--- src/frtt_pkg.sv ---
package frtt_pkg;
    // Printed offsets 0x24/0x25 are only one apart: they are word indices
    localparam logic [7:0] FRTT_IDX_LOW = 8'h24;
    localparam logic [7:0] FRTT_IDX_HIGH = 8'h25;
    localparam int FRTT_ADDR_W = 10;
    localparam logic [FRTT_ADDR_W-1:0] FRTT_ADDR_LOW = {FRTT_IDX_LOW, 2'b00};
    localparam logic [FRTT_ADDR_W-1:0] FRTT_ADDR_HIGH = {FRTT_IDX_HIGH, 2'b00};
    localparam int FRTT_CNT_W = 12;
    localparam int FRTT_LOW_LSB = 0;
    localparam int FRTT_LOW_MSB = 7;
    localparam int FRTT_HIGH_LSB = 8;
    localparam int FRTT_HIGH_MSB = 11;
    localparam logic [FRTT_CNT_W-1:0] FRTT_CNT_RST = 12'h000;
    localparam logic [3:0] FRTT_HOLD_RST = 4'h0;
    localparam int FRTT_CLK_HZ = 10_000_000;
    localparam int FRTT_TICK_NS = 1000;
    localparam int FRTT_TICK_CYC = FRTT_CLK_HZ / 1_000_000 * FRTT_TICK_NS / 1000;
    // Interrupt periods in microseconds, i.e. in ticks
    localparam int FRTT_IRQ_A_US = 128;
    localparam int FRTT_IRQ_B_US = 1024;
    localparam int FRTT_IRQ_A_BIT = 7;
    localparam int FRTT_IRQ_B_BIT = 10;
endpackage : frtt_pkg

--- src/frtt_tick_gen.sv ---
`timescale 1ns/100ps
module frtt_tick_gen
    import frtt_pkg::*;
#(
    parameter int DIV = FRTT_TICK_CYC
) (
    // Clock, reset, enable
    input wire logic clk_i,
    input wire logic rst_i,
    input wire logic ce_i,
    // Tick
    output logic tick_o
);
    localparam int W = $clog2(DIV + 1);
    localparam logic [W-1:0] LAST = W'(DIV - 1);
    logic [W-1:0] div_q;

    always_ff @(posedge clk_i) begin
        if (rst_i) begin
            div_q <= '0;
            tick_o <= 1'b0;
        end else if (ce_i) begin
            tick_o <= (div_q == LAST);
            if (div_q == LAST) begin
                div_q <= '0;
            end else begin
                div_q <= div_q + W'(1);
            end
        end
    end
endmodule : frtt_tick_gen

--- src/frtt_timer.sv ---
// Summary of operation
// - Twelve-bit counter free-runs, one step per one-microsecond tick.
// - Two periodic interrupt pulses: every 128 us and every 1.024 ms.
// - Low byte register read returns live count bits seven to zero.
// - Reading the low byte latches the upper four count bits.
// - High byte register read returns the latched nibble, not live bits.
// - High byte bits three to zero hold count 11..8; upper bits zero.
//
// Decided for this implementation: the Wishbone slave port.
`timescale 1ns/100ps
module frtt_timer
    import frtt_pkg::*;
#(
    parameter int TICK_DIV = FRTT_TICK_CYC
) (
    // Clock, reset, enable
    input wire logic clk_i,
    input wire logic rst_i,
    input wire logic ce_i,
    // Wishbone classic slave
    input wire logic cyc_i,
    input wire logic stb_i,
    input wire logic we_i,
    input wire logic [FRTT_ADDR_W-1:0] adr_i,
    input wire logic [3:0] sel_i,
    input wire logic [31:0] dat_i,
    output logic [31:0] dat_o,
    output logic ack_o,
    output logic err_o,
    // Periodic interrupt requests
    output logic irq_128us_o,
    output logic irq_1ms_o
);
    ////////////////////////////////////////////////////////////////////////
    logic tick;
    logic [FRTT_CNT_W-1:0] count_q;
    logic [3:0] hold_q;
    logic req;
    logic hit_low;
    logic hit_high;

    frtt_tick_gen #(
        .DIV(TICK_DIV)
    ) u_tick (
        .clk_i(clk_i),
        .rst_i(rst_i),
        .ce_i(ce_i),
        .tick_o(tick)
    );

    ////////////////////////////////////////////////////////////////////////
    always_ff @(posedge clk_i) begin
        if (rst_i) begin
            count_q <= FRTT_CNT_RST;
        end else if (ce_i && tick) begin
            count_q <= count_q + 12'h001; // Natural wrap
        end
    end

    // Pulse when the lower bits roll over: periods of 128 and 1024 ticks
    always_ff @(posedge clk_i) begin
        if (rst_i) begin
            irq_128us_o <= 1'b0;
            irq_1ms_o <= 1'b0;
        end else if (ce_i) begin
            irq_128us_o <= tick && (&count_q[FRTT_IRQ_A_BIT-1:0]);
            irq_1ms_o <= tick && (&count_q[FRTT_IRQ_B_BIT-1:0]);
        end
    end

    ////////////////////////////////////////////////////////////////////////
    // Ack pulse of one cycle; request ignored while ack is high
    assign req = cyc_i && stb_i && !ack_o && !err_o;
    assign hit_low = (adr_i == FRTT_ADDR_LOW);
    assign hit_high = (adr_i == FRTT_ADDR_HIGH);

    always_ff @(posedge clk_i) begin
        if (rst_i) begin
            ack_o <= 1'b0;
            err_o <= 1'b0;
            dat_o <= 32'h00000000;
        end else if (ce_i) begin
            // Writes to mapped read-only registers are acked and dropped
            ack_o <= req && (hit_low || hit_high);
            err_o <= req && !(hit_low || hit_high);
            if (req && !we_i && hit_low) begin
                dat_o <= {24'h000000, count_q[FRTT_LOW_MSB:FRTT_LOW_LSB]};
            end else if (req && !we_i && hit_high) begin
                dat_o <= {28'h0000000, hold_q};
            end else begin
                dat_o <= 32'h00000000;
            end
        end
    end

    // Latch only on reads; a later high read stays coherent
    always_ff @(posedge clk_i) begin
        if (rst_i) begin
            hold_q <= FRTT_HOLD_RST;
        end else if (ce_i && req && !we_i && hit_low) begin
            hold_q <= count_q[FRTT_HIGH_MSB:FRTT_HIGH_LSB];
        end
    end

    ////////////////////////////////////////////////////////////////////////
    // Checking aids: ticks counted since the last pulse of each interrupt
    logic [10:0] gap_q;
    logic [7:0] gap_fast_q;

    // Saturating, so a lost pulse shows up as a wrong spacing, not a wrap
    always_ff @(posedge clk_i) begin
        if (rst_i) begin
            gap_q <= '0;
        end else if (ce_i) begin
            // A tick in the pulse cycle already belongs to the next period
            if (irq_1ms_o) begin
                gap_q <= {10'h000, tick};
            end else if (tick && gap_q != 11'h7FF) begin
                gap_q <= gap_q + 11'h001;
            end
        end
    end

    always_ff @(posedge clk_i) begin
        if (rst_i) begin
            gap_fast_q <= '0;
        end else if (ce_i) begin
            if (irq_128us_o) begin
                gap_fast_q <= {7'h00, tick};
            end else if (tick && gap_fast_q != 8'hFF) begin
                gap_fast_q <= gap_fast_q + 8'h01;
            end
        end
    end

    ////////////////////////////////////////////////////////////////////////
    // Counter
    a_count_step: assert property (@(posedge clk_i) disable iff (rst_i)
        (ce_i && tick) |=> (count_q == $past(count_q) + 12'h001))
        else $error("counter did not advance on tick");
    a_count_hold: assert property (@(posedge clk_i) disable iff (rst_i)
        !(ce_i && tick) |=> $stable(count_q))
        else $error("counter moved without tick");
    a_count_wrap: assert property (@(posedge clk_i) disable iff (rst_i)
        (ce_i && tick && count_q == 12'hFFF) |=> count_q == 12'h000)
        else $error("counter did not wrap to zero");
    a_freeze: assert property (@(posedge clk_i) disable iff (rst_i)
        !ce_i |=> ($stable(count_q) && $stable(hold_q) && $stable(ack_o)))
        else $error("state moved while clock enable was low");

    // Interrupts: one pulse per period, one cycle wide
    a_irq_fast: assert property (@(posedge clk_i) disable iff (rst_i)
        $rose(irq_128us_o) |-> $past(count_q[6:0]) == 7'h7F)
        else $error("128 us pulse at wrong count");
    a_irq_slow: assert property (@(posedge clk_i) disable iff (rst_i)
        $rose(irq_1ms_o) |-> (irq_128us_o && $past(count_q[9:0]) == 10'h3FF))
        else $error("1 ms pulse at wrong count");
    a_irq_period: assert property (@(posedge clk_i) disable iff (rst_i)
        irq_1ms_o |-> gap_q == 11'(FRTT_IRQ_B_US))
        else $error("1 ms spacing wrong");
    a_fast_period: assert property (@(posedge clk_i) disable iff (rst_i)
        irq_128us_o |-> gap_fast_q == 8'(FRTT_IRQ_A_US))
        else $error("128 us spacing wrong");
    a_irq_cause: assert property (@(posedge clk_i) disable iff (rst_i)
        (ce_i && tick && count_q[6:0] == 7'h7F) |=> irq_128us_o)
        else $error("128 us pulse missing");
    a_fast_pulse: assert property (@(posedge clk_i) disable iff (rst_i)
        (ce_i && irq_128us_o) |=> !irq_128us_o)
        else $error("128 us pulse longer than one cycle");
    a_slow_pulse: assert property (@(posedge clk_i) disable iff (rst_i)
        (ce_i && irq_1ms_o) |=> !irq_1ms_o)
        else $error("1 ms pulse longer than one cycle");
    a_irq_tick: assert property (@(posedge clk_i) disable iff (rst_i)
        (ce_i && !tick) |=> (!irq_128us_o && !irq_1ms_o))
        else $error("interrupt pulse without a tick");

    // Register reads
    a_low_data: assert property (@(posedge clk_i) disable iff (rst_i)
        (ce_i && req && !we_i && hit_low) |=> (ack_o && dat_o[7:0] == $past(count_q[7:0])))
        else $error("low byte read data wrong");
    a_low_zero: assert property (@(posedge clk_i) disable iff (rst_i)
        (ce_i && req && !we_i && hit_low) |=> dat_o[31:8] == 24'h000000)
        else $error("upper bits of low byte read not zero");
    a_hold_latch: assert property (@(posedge clk_i) disable iff (rst_i)
        (ce_i && req && !we_i && hit_low) |=> hold_q == $past(count_q[11:8]))
        else $error("nibble not latched on low read");
    a_hold_keep: assert property (@(posedge clk_i) disable iff (rst_i)
        !(ce_i && req && !we_i && hit_low) |=> $stable(hold_q))
        else $error("nibble changed without a low read");
    a_high_data: assert property (@(posedge clk_i) disable iff (rst_i)
        (ce_i && req && !we_i && hit_high) |=> (ack_o && dat_o == {28'h0, $past(hold_q)}))
        else $error("high byte read data wrong");
    a_high_zero: assert property (@(posedge clk_i) disable iff (rst_i)
        $rose(ack_o) && $past(hit_high) |-> dat_o[31:4] == 28'h0)
        else $error("reserved high bits not zero");
    a_ack_pulse: assert property (@(posedge clk_i) disable iff (rst_i)
        (ce_i && ack_o) |=> !ack_o)
        else $error("ack longer than one cycle");
    a_err_pulse: assert property (@(posedge clk_i) disable iff (rst_i)
        (ce_i && err_o) |=> !err_o)
        else $error("err longer than one cycle");
    a_err_map: assert property (@(posedge clk_i) disable iff (rst_i)
        (ce_i && req && !(hit_low || hit_high)) |=> (err_o && !ack_o))
        else $error("unmapped access not refused");
    a_write_quiet: assert property (@(posedge clk_i) disable iff (rst_i)
        (ce_i && req && we_i) |=> dat_o == 32'h00000000)
        else $error("write answered with data");

    // Reset
    a_reset_clear: assert property (@(posedge clk_i)
        rst_i |=> (count_q == 12'h000 && hold_q == 4'h0))
        else $error("reset did not clear state");
    a_reset_outputs: assert property (@(posedge clk_i)
        rst_i |=> (!ack_o && !err_o && !irq_128us_o && !irq_1ms_o && dat_o == 32'h00000000))
        else $error("reset did not clear outputs");

    // Coverage of the main scenarios
    c_low_read: cover property (@(posedge clk_i) ack_o && hit_low && !we_i);
    c_high_read: cover property (@(posedge clk_i) ack_o && hit_high && !we_i);
    c_irq_slow: cover property (@(posedge clk_i) irq_1ms_o);
    c_wrap: cover property (@(posedge clk_i) count_q == 12'hFFF ##1 count_q == 12'h000);
    c_freeze: cover property (@(posedge clk_i) !ce_i ##1 ce_i);
endmodule : frtt_timer

--- config.mk ---
export PLATFORM = sky130hd
export DESIGN_NAME = frtt_timer
export DESIGN_NICKNAME = d
export VERILOG_FILES = /design/src/frtt_pkg.sv /design/src/frtt_tick_gen.sv /design/src/frtt_timer.sv
export SDC_FILE = /design/constraint.sdc
export NUM_CORES = 1
export LEC_CHECK = 0
export BUFFER_PORTS_ARGS = -buffer_cell sky130_fd_sc_hd__buf_2
export CORE_MARGIN = 10
export CORE_UTILIZATION = 44
export CTS_CLUSTER_DIAMETER = 200
export CTS_CLUSTER_SIZE = 24
export DETAILED_ROUTE_END_ITERATION = 16
export PLACE_DENSITY = 0.9
export SLEW_MARGIN = 15
export SYNTH_ARGS = -nofsm -noshare
export SYNTH_HDL_FRONTEND = slang
export SYNTH_HIERARCHICAL = 1
export SYNTH_SLANG_ARGS = --single-unit
--- constraint.sdc ---
create_clock -name clk_i -period 1.8 [get_ports clk_i]
set_input_delay 0.18 -clock clk_i [delete_from_list [all_inputs] [get_ports clk_i]]
set_output_delay 0.18 -clock clk_i [all_outputs]
set_load 0.02 [all_outputs]
* Word-level counts from Yosys, hierarchy flattened
Cells that the tools add are included.
Storage, ports and cells: bits in registers 57, input port bits 52, output and inout bits 36, word-level logic and storage cells 38
Cells by class: add/subtract/negate cells 2, equal/unequal tests 3, mux-type cells 3, reduce and logical (&&, ||, !) cells 21
Operators by type and width (number):
- equality test 10 x 8 -> 1 bit, second input constant | 2
- logical AND 1 bit | 14
- adder 12 x 1 -> 12 bit, second input constant | 1
- AND reduction 10 bit | 1
- 2-to-1 mux 4 bit | 2
- 2-to-1 mux 8 bit | 1
- AND reduction 7 bit | 1
- adder 4 x 1 -> 4 bit, second input constant | 1
- equality test 4 bit, second input constant | 1
- logical NOT 1 bit | 4
- logical OR 1 bit | 1

* Logic depth before layout (Yosys ltp)
Gate-level depths: netlist (run 1).
depth after elaboration 7, gate-level depth with buffers 5, mapped depth without buffers 5

* By module
Netlist (run 1), hierarchy kept.
By module, submodules not included:
- frtt_timer | times used 1, cells an instance 156, area each 1416.4 µm², sequential area each 560.5 µm²
- frtt_tick_gen | times used 1, cells an instance 23, area each 215.2 µm², sequential area each 100.1 µm²

* Least setup slack after synthesis (run 1)
Ideal clock, no wire load.
path type reg2reg, start point register count_q[4], end point register count_q[11], library setup time 0.121 ns, arrival time 1.270 ns, required time 1.679 ns, slack 0.409 ns, cell stages (with the launch flop) 5, path buffers 0, clock period less this slack 1.391 ns, cells stage by stage dfxtp_1 nand4_2 nor4_4 nand3_2 mux2_4
On the way: cells in the longest elaborated chain, start to end 1
Ends and longest elaborated chain:
- start, declared | RTL line frtt_timer.sv:36 | logic [FRTT_CNT_W-1:0] count_q;
- start signal, assigned | RTL line frtt_timer.sv:56 | count_q <= count_q + 12'h001;
- adder 12 x 1 -> 12 bit | RTL line frtt_timer.sv:56
No other way between the ends. A chain may end at the register's enable or synchronous reset.

* Final worst setup path (run 1)
Same ends and word-level chain as after synthesis.

==> results by group, run 1 <==
Status
  • Status: completed

STA
  • Hold Fails Final Rpt: 0
  • Period utilisation layout: a little under nine tenths
  • Final setup fails: 0
  • Max Freq: ~650 MHz
  • Skew final: between 5 and 6 ps
  • Fin crit period: 1540 ps
  • Fin Hold WS: 178 ps
  • Unrepaired setup endpoints after global routing: no
  • Slew Viols, Final: 0
  • Setup TNS: 0 ps

Critical path
  • Worst path arrival time: about 1700 ps
  • Setup Crit Path Kind: reg -> reg
  • CP startpoint kind: flop
  • CP cell instances: nand4_2 -> nor4_4 -> nand3_2 -> mux2_4
  • Crit-path slowest cell: dfxtp_1
  • Setup slack, reg-to-reg: about 260 ps
  • Worst reg2reg path endpoint: count_q[11]
  • Worst R2R Start: count_q[4]
  • Max stage delay on crit path: ~460 ps
  • Cells on worst reg2reg path: 4
  • CP Buf/Inv Count: 0
  • Crit end category: flop
  • Worst path required time: between 1500 and 2000 ps
  • Largest delay share family, worst path: simple AND/OR/NAND/NOR gates
  • Maximum fanout along the worst path: 6

Clocking
  • CTS Root Cell: clkbuf_8
  • CTS resizes: 0
  • H-Tree Depth: 2
  • # clock sinks: 33
  • Num CTS Buffers: 5
  • Hold_buf cts: 0
  • Post-CTS setup buffers: 0
  • Clk_lat worst skew: around 290 ps
  • CTS tree: built
  • Max clock buf depth: 2
  • Clock-pin slew on the worst setup and hold paths: around 70 ps

Power
  • PwrDens: between 800 and 900 nW/um^2
  • Peak supply drop: roughly 0.42 mV
  • Cell leakage power: roughly 0.77 nW

Synthesis
  • Synthesis Warnings: 6
  • Avg Cell Area, Syn: between 9 and 10 sq um
  • Top post-synthesis cells by area: dfxtp_1 40%, buf_4 11%, a21oi_1 4.3%
  • Yosys top cell area share: around two fifths
  • #FFs+latches synth: 33
  • Post-synth cell types: 37
  • Netlist Area Pre-Place: roughly 1600 sq um
  • Area leader, netlist: dfxtp_1
  • Sequential area share after synthesis: between 40 and 50%
  • Mapped Cells: ~180

Layout
  • Post-route cell area: 1840 sq um
  • Antenna diode count: 0
  • Share of cells above drive strength 1: around a quarter
  • Filler cells: about 340
  • Final #Nets: between 200 and 300
  • Layout area overhead: 13.0%

Detailed routing
  • Drc violations: 0
  • Via density: roughly 4.9
  • ANT nets after route: 0
  • Drt first pass iters: 4
  • Routed wire length: around 3400 um
  • Initial drt markers: around 140
  • Post-DR wirelength/cell: around 13 um
  • Vias: between 1000 and 1500

Global route
  • Grt ovf: 0
  • Busiest grt layer: met2
  • Met2 usage: 17.0%
  • Met1 Use GR: 11.8%
  • Initial antenna violation count: 0
  • Largest net degree at the start of global routing: 22
  • Tot GR Track Use: 10.5%
  • Met3 Use GR: under 10%
  • Vias in the first global route: 1234
  • First-pass GRT wire length: roughly 5400 um

Worst hold path
  • Hold path cells: 3
  • Worst hold path class: in -> reg
  • Worst hold path startpoint: stb_i
  • Worst Hold Path EP: err_o

Die
  • Die Area: about 6500 sq um
  • # rows: 22
  • Total core area: between 3000 and 4000 sq um
  • Die height: 80.9 um
  • Starting Density: roughly 45%
  • I/O pin count: 88
  • Die Width: 80.9 um

Placement
  • Placer Congestion: just under 0.8
  • Port Buffers: 27
  • DPL Wire Length: between 2000 and 3000 um
  • Area after DPL: 1730 sq um

Run
  • MaxCap Viol Count: 0
## kinds of logic after synthesis
group	synth area share, %
simple gates	26.6
flops	40.5
buf+inv	12.5
compound gates	9.43
xor+xnor	5.90
mux	4.06
fa+ha+maj	0.767
other cells	0.230
## final cells by class
type,count,area [sq um],area share (%)
clock buffer,5,68.8,3.73
clock inverter,3,46.3,2.51
inverter,1,3.75,0.204
multi-input combinational,139,853,46.3
sequential,33,661,35.8
tap,48,60.1,3.26
timing repair buffer,29,150,8.15
## worst reg2reg max path, stage by stage (launching register included)
cell and delay [ps]:
dfxtp_1 460, nand4_2 180, nor4_4 380, nand3_2 120, mux2_4 300
## cell usage after synthesis, drive strengths merged
master	number
dfxtp	33
buf	25
nor2	16
a21oi	14
nand2	11
nand3	11
o21ai	8
nand2b	6
xor2	6
nand4	5
xnor2	5
a22o	4
clkbuf	4
mux2i	4
nor3	4
or3	4
and4	3
nor2b	3
and4bb	2
mux2	2
and2	1
conb	1
ha	1
inv	1
nor3b	1
nor4	1
o32ai	1
or2	1
or3b	1
## power by group
part,switching [mW],internal (mW),total (mW)
logic,0.0864,0.0306,0.117
registers,0.00578,0.735,0.741
clock network,0.295,0.414,0.709
## flip-flops by register name, summed over array words and instances (netlist names)
register and cells:
count_q 12, dat_o 8, hold_q 4, u_tick/div_q 4
ack_o 1, err_o 1, irq_128us_o 1, irq_1ms_o 1
u_tick/tick_o 1
## metrics by stage
stage | instances | setup WS, ps | total power [mW] | utilization [%]
after floorplan | 202 | 409 | 0.880 | -
after global placement | 250 | 260 | 0.868 | 47.6
after detailed placement | 250 | 244 | 0.870 | 47.6
after CTS | 258 | 250 | 1.58 | 50.7
after global routing | 258 | 133 | 1.62 | 50.7
final | 258 | 259 | 1.57 | 50.7
## per-layer routing
| metal | vias to the layer above | share of wire (%) |
|---|---|---|
| met3 | 7 | 8.6 |
| met2 | 38 | 49 |
| met5 | - | 0 |
| met4 | 0 | 1.4 |
| li1 | 630 | - |
| met1 | 583 | 41 |
## layout by cell type (no fill, tap or decap), drive strengths merged, types with 5 or more instances in the layout
cell / instances
a21oi: 14
buf: 29
clkbuf: 5
conb: 24
dfxtp: 33
nand2: 11
nand2b: 6
nand3: 11
nand4: 5
nor2: 16
o21ai: 8
xnor2: 5
xor2: 6
## how the worst max path moves through the flow
| stage | slack [ps] | cells past startpoint | end | startpoint |
|---|---|---|---|---|
| after CTS | 250 | 4 | count_q[11] | count_q[3] |
| after detailed placement | 240 | 5 | dat_o[2] | ce_i |
| after floorplan | 410 | 4 | count_q[11] | count_q[4] |
| final | 260 | 4 | count_q[11] | count_q[4] |
| after global routing | 130 | 4 | dat_o[2] | err_o |
| after global placement | 260 | 5 | dat_o[1] | ce_i |
Note: power is estimated with default switching activity, not from simulation.
==> run 2, diff against run 1 <==
--- a/config.mk
+++ b/config.mk
@@ -7,11 +7,12 @@
 export LEC_CHECK = 0
 export BUFFER_PORTS_ARGS = -buffer_cell sky130_fd_sc_hd__buf_2
 export CORE_MARGIN = 10
-export CORE_UTILIZATION = 44
+export CORE_UTILIZATION = 46
+export CTS_BUF_LIST = sky130_fd_sc_hd__clkbuf_8
 export CTS_CLUSTER_DIAMETER = 200
 export CTS_CLUSTER_SIZE = 24
 export DETAILED_ROUTE_END_ITERATION = 16
-export PLACE_DENSITY = 0.9
+export PLACE_DENSITY = 0.93
 export SLEW_MARGIN = 15
 export SYNTH_ARGS = -nofsm -noshare
 export SYNTH_HDL_FRONTEND = slang
==> run 2 against run 1 <==
  * Cell area fell by 0.48%
  * Die area fell by 3.3%
  * Sequential power barely moved
  * First-iteration DRC count fell by 8.8%
  * Critical path type unchanged
  * Largest cell class unchanged
  * Largest power group unchanged
==> results by group, run 2 (synthesis results as in run 1) <==
Power
  • Cell leakage power: 0.769 nW (+0.45%)
  • Flop pwr share: 47.5% (+0.2 points)
  • PwrDens: 851 nW/um^2 (about the same)
  • Logic pwr share: 7.3% (-0.2 points)
  • Peak supply drop: 0.470 mV (+11%)
  • Switching pwr: 351 uW (-9.3%)
  • Sw frac: 22.5% (-2.2 points)
  • Clock network power share: 45.2% (about the same)
  • Int Pwr: 1.21 mW (+2.6%)
  • Design Power: 1.56 mW (-0.38%)

Clocking
  • Clk_lat worst skew: 290 ps (about the same)
  • Clock-pin slew on the worst setup and hold paths: 70 ps (about the same)
  • Max clock buf depth: 2 (unchanged)
  • Post-CTS setup buffers: 0 (unchanged)
  • # clock sinks: 33 (unchanged)
  • CTS Root Cell: clkbuf_8
  • H-Tree Depth: 2 (unchanged)
  • CTS resizes: 0 (unchanged)
  • Hold_buf cts: 0 (unchanged)
  • Num CTS Buffers: 5 (unchanged)
  • CTS tree: built

Placement
  • Port Buffers: 27 (unchanged)
  • Pre-CTS setup slack: 293 ps (+49.7 ps)
  • Placer Congestion: 0.729 (-7.3%)
  • Placed cells: 247 (-1.2%)
  • Area after DPL: 1720 sq um (-0.58%)
  • DPL Wire Length: 2500 um (-2.7%)

Critical path
  • Cells on worst reg2reg path: 4 (unchanged)
  • Worst R2R Start: count_q[4]
  • Worst path required time: 1980 ps (about the same)
  • Maximum fanout along the worst path: 6 (unchanged)
  • Max stage delay on crit path: 440 ps (-20 ps)
  • Crit-path slowest cell: dfxtp_1
  • Setup slack, reg-to-reg: 290 ps (+30 ps)
  • CP cell instances: nand4_2 -> nor4_4 -> nand3_2 -> mux2_4
  • CP startpoint kind: flop
  • Worst path arrival time: 1680 ps (-40 ps)
  • Worst reg2reg path endpoint: count_q[11]
  • Crit end category: flop
  • Setup Crit Path Kind: reg -> reg

Die
  • Die height: 79.6 um (-1.7%)
  • Total core area: 3390 sq um (-6.7%)
  • Starting Density: 48.1% (+3.2 points)
  • Die Area: 6330 sq um (-3.3%)
  • # rows: 21 (-4.5%)
  • Die Width: 79.6 um (-1.7%)
  • I/O pin count: 88 (unchanged)

Layout
  • Final #Nets: 261 (-0.38%)
  • Max reg flops: 12 (unchanged)
  • Commonest cells after routing, fill and taps aside: 33 x dfxtp_1, 27 x buf_2, 24 x conb_1, 16 x nor2_1, 14 x a21oi_1
  • Filler cells: 313 (-8.7%)
  • Final Non-Filler Cells: 255 (-1.2%)
  • Share of cells above drive strength 1: 23.4% (-0.84 points)
  • Final core utilization: 54.1% (+3.4 points)
  • Layout area overhead: 12.4%
  • Largest regs: count_q x12, dat_o x8
  • Antenna diode count: 0 (unchanged)
  • Post-route cell area: 1830 sq um (-0.48%)
  • Biggest register: count_q
  • Most common cell after layout, fill and taps aside: dfxtp_1

Global route
  • Vias in the first global route: 1174 (-4.9%)
  • Initial antenna violation count: 0 (unchanged)
  • First-pass GRT wire length: 5090 um (-6.0%)
  • Grt ovf: 0 (unchanged)
  • Largest net degree at the start of global routing: 32 (+45%)
  • Tot GR Track Use: 10.0% (-0.43 points)

STA
  • Rel. slew slack: between 60 and 70%
  • Fin Hold WS: 170 ps (-8.12 ps)
  • Worst-Margin Slew: approximately 540 ps
  • Final setup fails: 0 (unchanged)
  • Setup TNS: 0 ps (unchanged)
  • Setup ws final: 292 ps (+33.3 ps)
  • Hold Fails Final Rpt: 0 (unchanged)
  • Fin crit period: 1510 ps (-33.3 ps)
  • Unrepaired setup endpoints after global routing: no
  • Slew Viols, Final: 0 (unchanged)
  • Skew final: 9.25 ps (+4.19 ps)
  • Max Freq: 663 MHz (+2.2%)
  • Period utilisation layout: 83.8% (-1.9 points)

Status
  • Status: completed

Worst hold path
  • Worst hold path class: in -> reg
  • Worst hold path startpoint: stb_i
  • Hold path cells: 3 (unchanged)
  • Worst Hold Path EP: err_o

Detailed routing
  • Drt first pass iters: 4 (unchanged)
  • Via density: 4.80 (-1.6%)
  • Drc violations: 0 (unchanged)
  • Vias: 1224 (-2.7%)
  • Post-DR wirelength/cell: 12.8 um (-2.6%)
  • ANT nets after route: 0 (unchanged)
  • Initial drt markers: 124 (-8.8%)
  • Routed wire length: 3280 um (-3.7%)

Run
  • MaxCap Viol Count: 0 (unchanged)
-- run 2: cell count changes in the layout (fill, tap and decap cells not counted) --
cell	previous run	this run
buf_4	2	1
clkinv_4	1	0
inv_1	1	2
clkbuf_8	5	6
clkinvlp_4	1	0
-- run 2: worst max-delay path by stage --
stage | slack, ps | startpoint | to | cells past startpoint
floorplan | 410 | count_q[4] | count_q[11] | 4
global placement | 320 | count_q[4] | count_q[11] | 4
finish | 290 | count_q[4] | count_q[11] | 4
global route | 220 | count_q[3] | count_q[11] | 4
detailed placement | 290 | count_q[4] | count_q[11] | 4
CTS | 290 | count_q[4] | count_q[11] | 4
-- run 2: per-layer routing --
layer	share of wire (%)	up-vias	track usage [%]
li1	-	631	-
met1	43	547	10.8
met2	47	39	15.8
met3	8.5	7	4.62
met4	1.7	0	5.91
met5	0	-	0
-- run 2: cell type report --
| type | instances | area (sq um) | share of cell area [%] |
|---|---|---|---|
| flip-flops and latches | 33 | 661 | 36.0 |
| clock buffers | 6 | 82.6 | 4.50 |
| well taps | 46 | 57.6 | 3.14 |
| clock inverters | 2 | 33.8 | 1.84 |
| multi-input cells | 139 | 853 | 46.5 |
| inverters | 1 | 3.75 | 0.205 |
| repair buffers | 28 | 143 | 7.78 |
-- run 2: power by group through the flow --
stage          combinational (mW)  sequential (mW)  clock, mW
4_1_cts                     0.111            0.741      0.721
5_1_grt                     0.124            0.741      0.749
6_report                    0.114            0.741      0.705
3_3_place_gp                0.110            0.757          0
3_5_place_dp                0.111            0.758          0
2_1_floorplan               0.122            0.758          0
-- run 2: worst max-delay path, delay by kind of cell (launching register included) --
family,cells,cell delay (ps)
DFF,1,440
muxes,1,300
and+or+nand+nor,3,660
==> run 3, diff against run 2 <==
--- a/config.mk
+++ b/config.mk
@@ -7,12 +7,12 @@
 export LEC_CHECK = 0
 export BUFFER_PORTS_ARGS = -buffer_cell sky130_fd_sc_hd__buf_2
 export CORE_MARGIN = 10
-export CORE_UTILIZATION = 46
+export CORE_UTILIZATION = 41
 export CTS_BUF_LIST = sky130_fd_sc_hd__clkbuf_8
 export CTS_CLUSTER_DIAMETER = 200
 export CTS_CLUSTER_SIZE = 24
 export DETAILED_ROUTE_END_ITERATION = 16
-export PLACE_DENSITY = 0.93
+export PLACE_DENSITY = 0.88
 export SLEW_MARGIN = 15
 export SYNTH_ARGS = -nofsm -noshare
 export SYNTH_HDL_FRONTEND = slang
==> constraint.sdc (replaced) <==
create_clock -name clk_i -period 1.3 [get_ports clk_i]
set_input_delay 0.13 -clock clk_i [delete_from_list [all_inputs] [get_ports clk_i]]
set_output_delay 0.13 -clock clk_i [all_outputs]
set_load 0.02 [all_outputs]
==> run 3 against run 2 <==
  * The run now ends with setup timing left
  * Combinational power rose by 63%
  * Sequential share of layout area decreased by 4.2 points
  * First-iteration DRC count fell by 38%
  * Register-to-register slack worse by 330 ps
  * Clock-buffer cell count did not move
  * Fmax up 13%
  * Global-route usage rose by 0.62 points
  * Highest routed layer unchanged
  * Via count is 11% higher
  * Critical path depth up 1
  * Clock power rose by 42%
  * Sequential power up 38%
  * Critical path type unchanged
  * Clock skew is 3.4 ps higher
==> results by group, run 3 (synthesis results as in run 1) <==
Status
  • Status: finished, violations left
  • Failing checks: setup timing

Layout
  • Final #Nets: 286 (+9.6%)
  • Share of cells above drive strength 1: 42.7% (+19 points)
  • Biggest register: count_q
  • Most common cell after layout, fill and taps aside: buf_2
  • Max reg flops: 12 (unchanged)
  • Commonest cells after routing, fill and taps aside: 27 x buf_2, 26 x buf_4, 24 x conb_1, 23 x dfxtp_1, 16 x nor2_1
  • Largest regs: count_q x12, dat_o x8
  • Antenna diode count: 0 (unchanged)
  • Layout area overhead: 30.8%
  • Post-route cell area: 2130 sq um (+16%)

Clocking
  • H-Tree Depth: 2 (unchanged)
  • CTS Root Cell: clkbuf_8
  • Max clock buf depth: 2 (unchanged)
  • Clock-pin slew on the worst setup and hold paths: 70 ps (about the same)
  • Num CTS Buffers: 5 (unchanged)
  • CTS tree: built
  • # clock sinks: 33 (unchanged)
  • Clk_lat worst skew: 300 ps (about the same)
  • Hold_buf cts: 0 (unchanged)

STA
  • Fin crit period: 1340 ps (-173 ps)
  • Unrepaired setup endpoints after global routing: yes
  • Slew Viols, Final: 0 (unchanged)
  • Hold Fails Final Rpt: 0 (unchanged)
  • Setup ws final: -35.1 ps (-327 ps)
  • Skew final: 12.7 ps (+3.44 ps)
  • Period utilisation layout: 103% (+19 points)
  • Max Freq: 749 MHz (+13%)
  • Final setup fails: 2 (+2)

Global route
  • Grt ovf: 0 (unchanged)
  • Initial antenna violation count: 0 (unchanged)
  • Largest net degree at the start of global routing: 15 (-53%)
  • First-pass GRT wire length: 6220 um (+22%)
  • Vias in the first global route: 1402 (+19%)
  • Tot GR Track Use: 10.7% (+0.62 points)

Detailed routing
  • DR top layer: met4
  • Routed wire length: 3990 um (+22%)
  • ANT nets after route: 0 (unchanged)
  • Drt first pass iters: 4 (unchanged)
  • Met2 Wirelength: 1970 um (+28%)
  • Met3 WL: 282 um (+0.71%)
  • Drc violations: 0 (unchanged)
  • M1 wire length: 1620 um (+16%)
  • Vias: 1355 (+11%)
  • Initial drt markers: 77 (-38%)
  • Via density: 4.80 (+0.10%)
  • Post-DR wirelength/cell: 14.1 um (+10%)

Die
  • Die height: 83.1 um (+4.4%)
  • I/O pin count: 88 (unchanged)
  • Die Area: 6900 sq um (+9.1%)
  • Die Width: 83.1 um (+4.4%)
  • Total core area: 3740 sq um (+10%)
  • # rows: 22 (+4.8%)
  • Starting Density: 43.6% (-4.6 points)

Placement
  • Pre-CTS setup slack: -45.1 ps (-338 ps)
  • Area after DPL: 1890 sq um (+10%)
  • DPL Wire Length: 2920 um (+17%)
  • Port Buffers: 27 (unchanged)
  • Placer Congestion: 0.800 (+9.7%)

Critical path
  • Crit end category: flop
  • Setup Crit Path Kind: reg -> reg
  • Cells on worst reg2reg path: 5 (+1)
  • Worst path arrival time: 1570 ps (-110 ps)
  • CP startpoint kind: flop
  • Maximum fanout along the worst path: 4 (-2)
  • Worst path required time: 1530 ps (-450 ps)

Power
  • PwrDens: 1030 nW/um^2 (+22%)
  • Cell leakage power: 0.908 nW (+18%)
  • Peak supply drop: 0.550 mV (+17%)

Worst hold path
  • Hold path cells: 3 (unchanged)
  • Worst hold path class: in -> reg

Run
  • MaxCap Viol Count: 0 (unchanged)
## run 3: cell types whose count changed in the layout (fill, tap and decap cells not counted), moves of 4 or more
| cell | delta |
|---|---|
| buf_4 | +25 |
| dfxtp_1 | -10 |
| dfxtp_2 | +8 |
| a21oi_1 | -4 |
| a21oi_2 | +4 |
| o21ai_2 | +4 |
## run 3: what timing repair did
item                                    in CTS  in global routing
gates resized for setup                     10                 17
setup buffers                                2                  4
endpoints found under the setup margin      10                 15
pin swaps                                    4                 13
## run 3: per-layer routing
layer  up-vias  global-route usage, %
li1        678                      -
met1       626                   11.1
met2        40                   17.7
met3        11                   5.27
met4         0                   4.31
met5         -                      0
## run 3: worst max-delay path: stages, from the launching register on
cell     delay (ps)
dfxtp_4         350
nor3b_4         250
buf_4           160
and4_4          250
nand3_2         110
a21oi_2         150
## run 3: worst paths after layout
kind	start	end	slack, ps
hold reg to reg	dat_o[2]	dat_o[2]	450
setup reg to reg	ack_o	hold_q[2]	-40
setup / recovery	ack_o	hold_q[2]	-40
hold / removal	stb_i	err_o	90
## run 3: layout make-up
| cell class | count | area (sq um) |
|---|---|---|
| clock buffers | 6 | 82.6 |
| clock inverters | 2 | 33.8 |
| fillers | 331 | 1610 |
| inverters | 1 | 3.75 |
| multi-input cells | 139 | 946 |
| flip-flops and latches | 33 | 678 |
| well taps | 48 | 60.1 |
| repair buffers | 53 | 330 |
## run 3: power by group
part,internal [mW],switching [mW]
sequential,1.01,0.00871
clock,0.617,0.383
combinational,0.0554,0.130
total,1.69,0.522
## run 3: stage by stage
step / utilization [%] / hold WS [ps] / total power [mW] / TNS [ps] / instances
floorplan: - / 192 / 1.22 / -0.168 / 202
global placement: 50.6 / 402 / 1.22 / -12.7 / 268
detailed placement: 50.6 / 401 / 1.22 / -139 / 268
CTS: 54.4 / 91.6 / 2.22 / 0 / 278
global route: 57.0 / 124 / 2.28 / -714 / 282
finish: 57.0 / 92.8 / 2.21 / -55.1 / 282
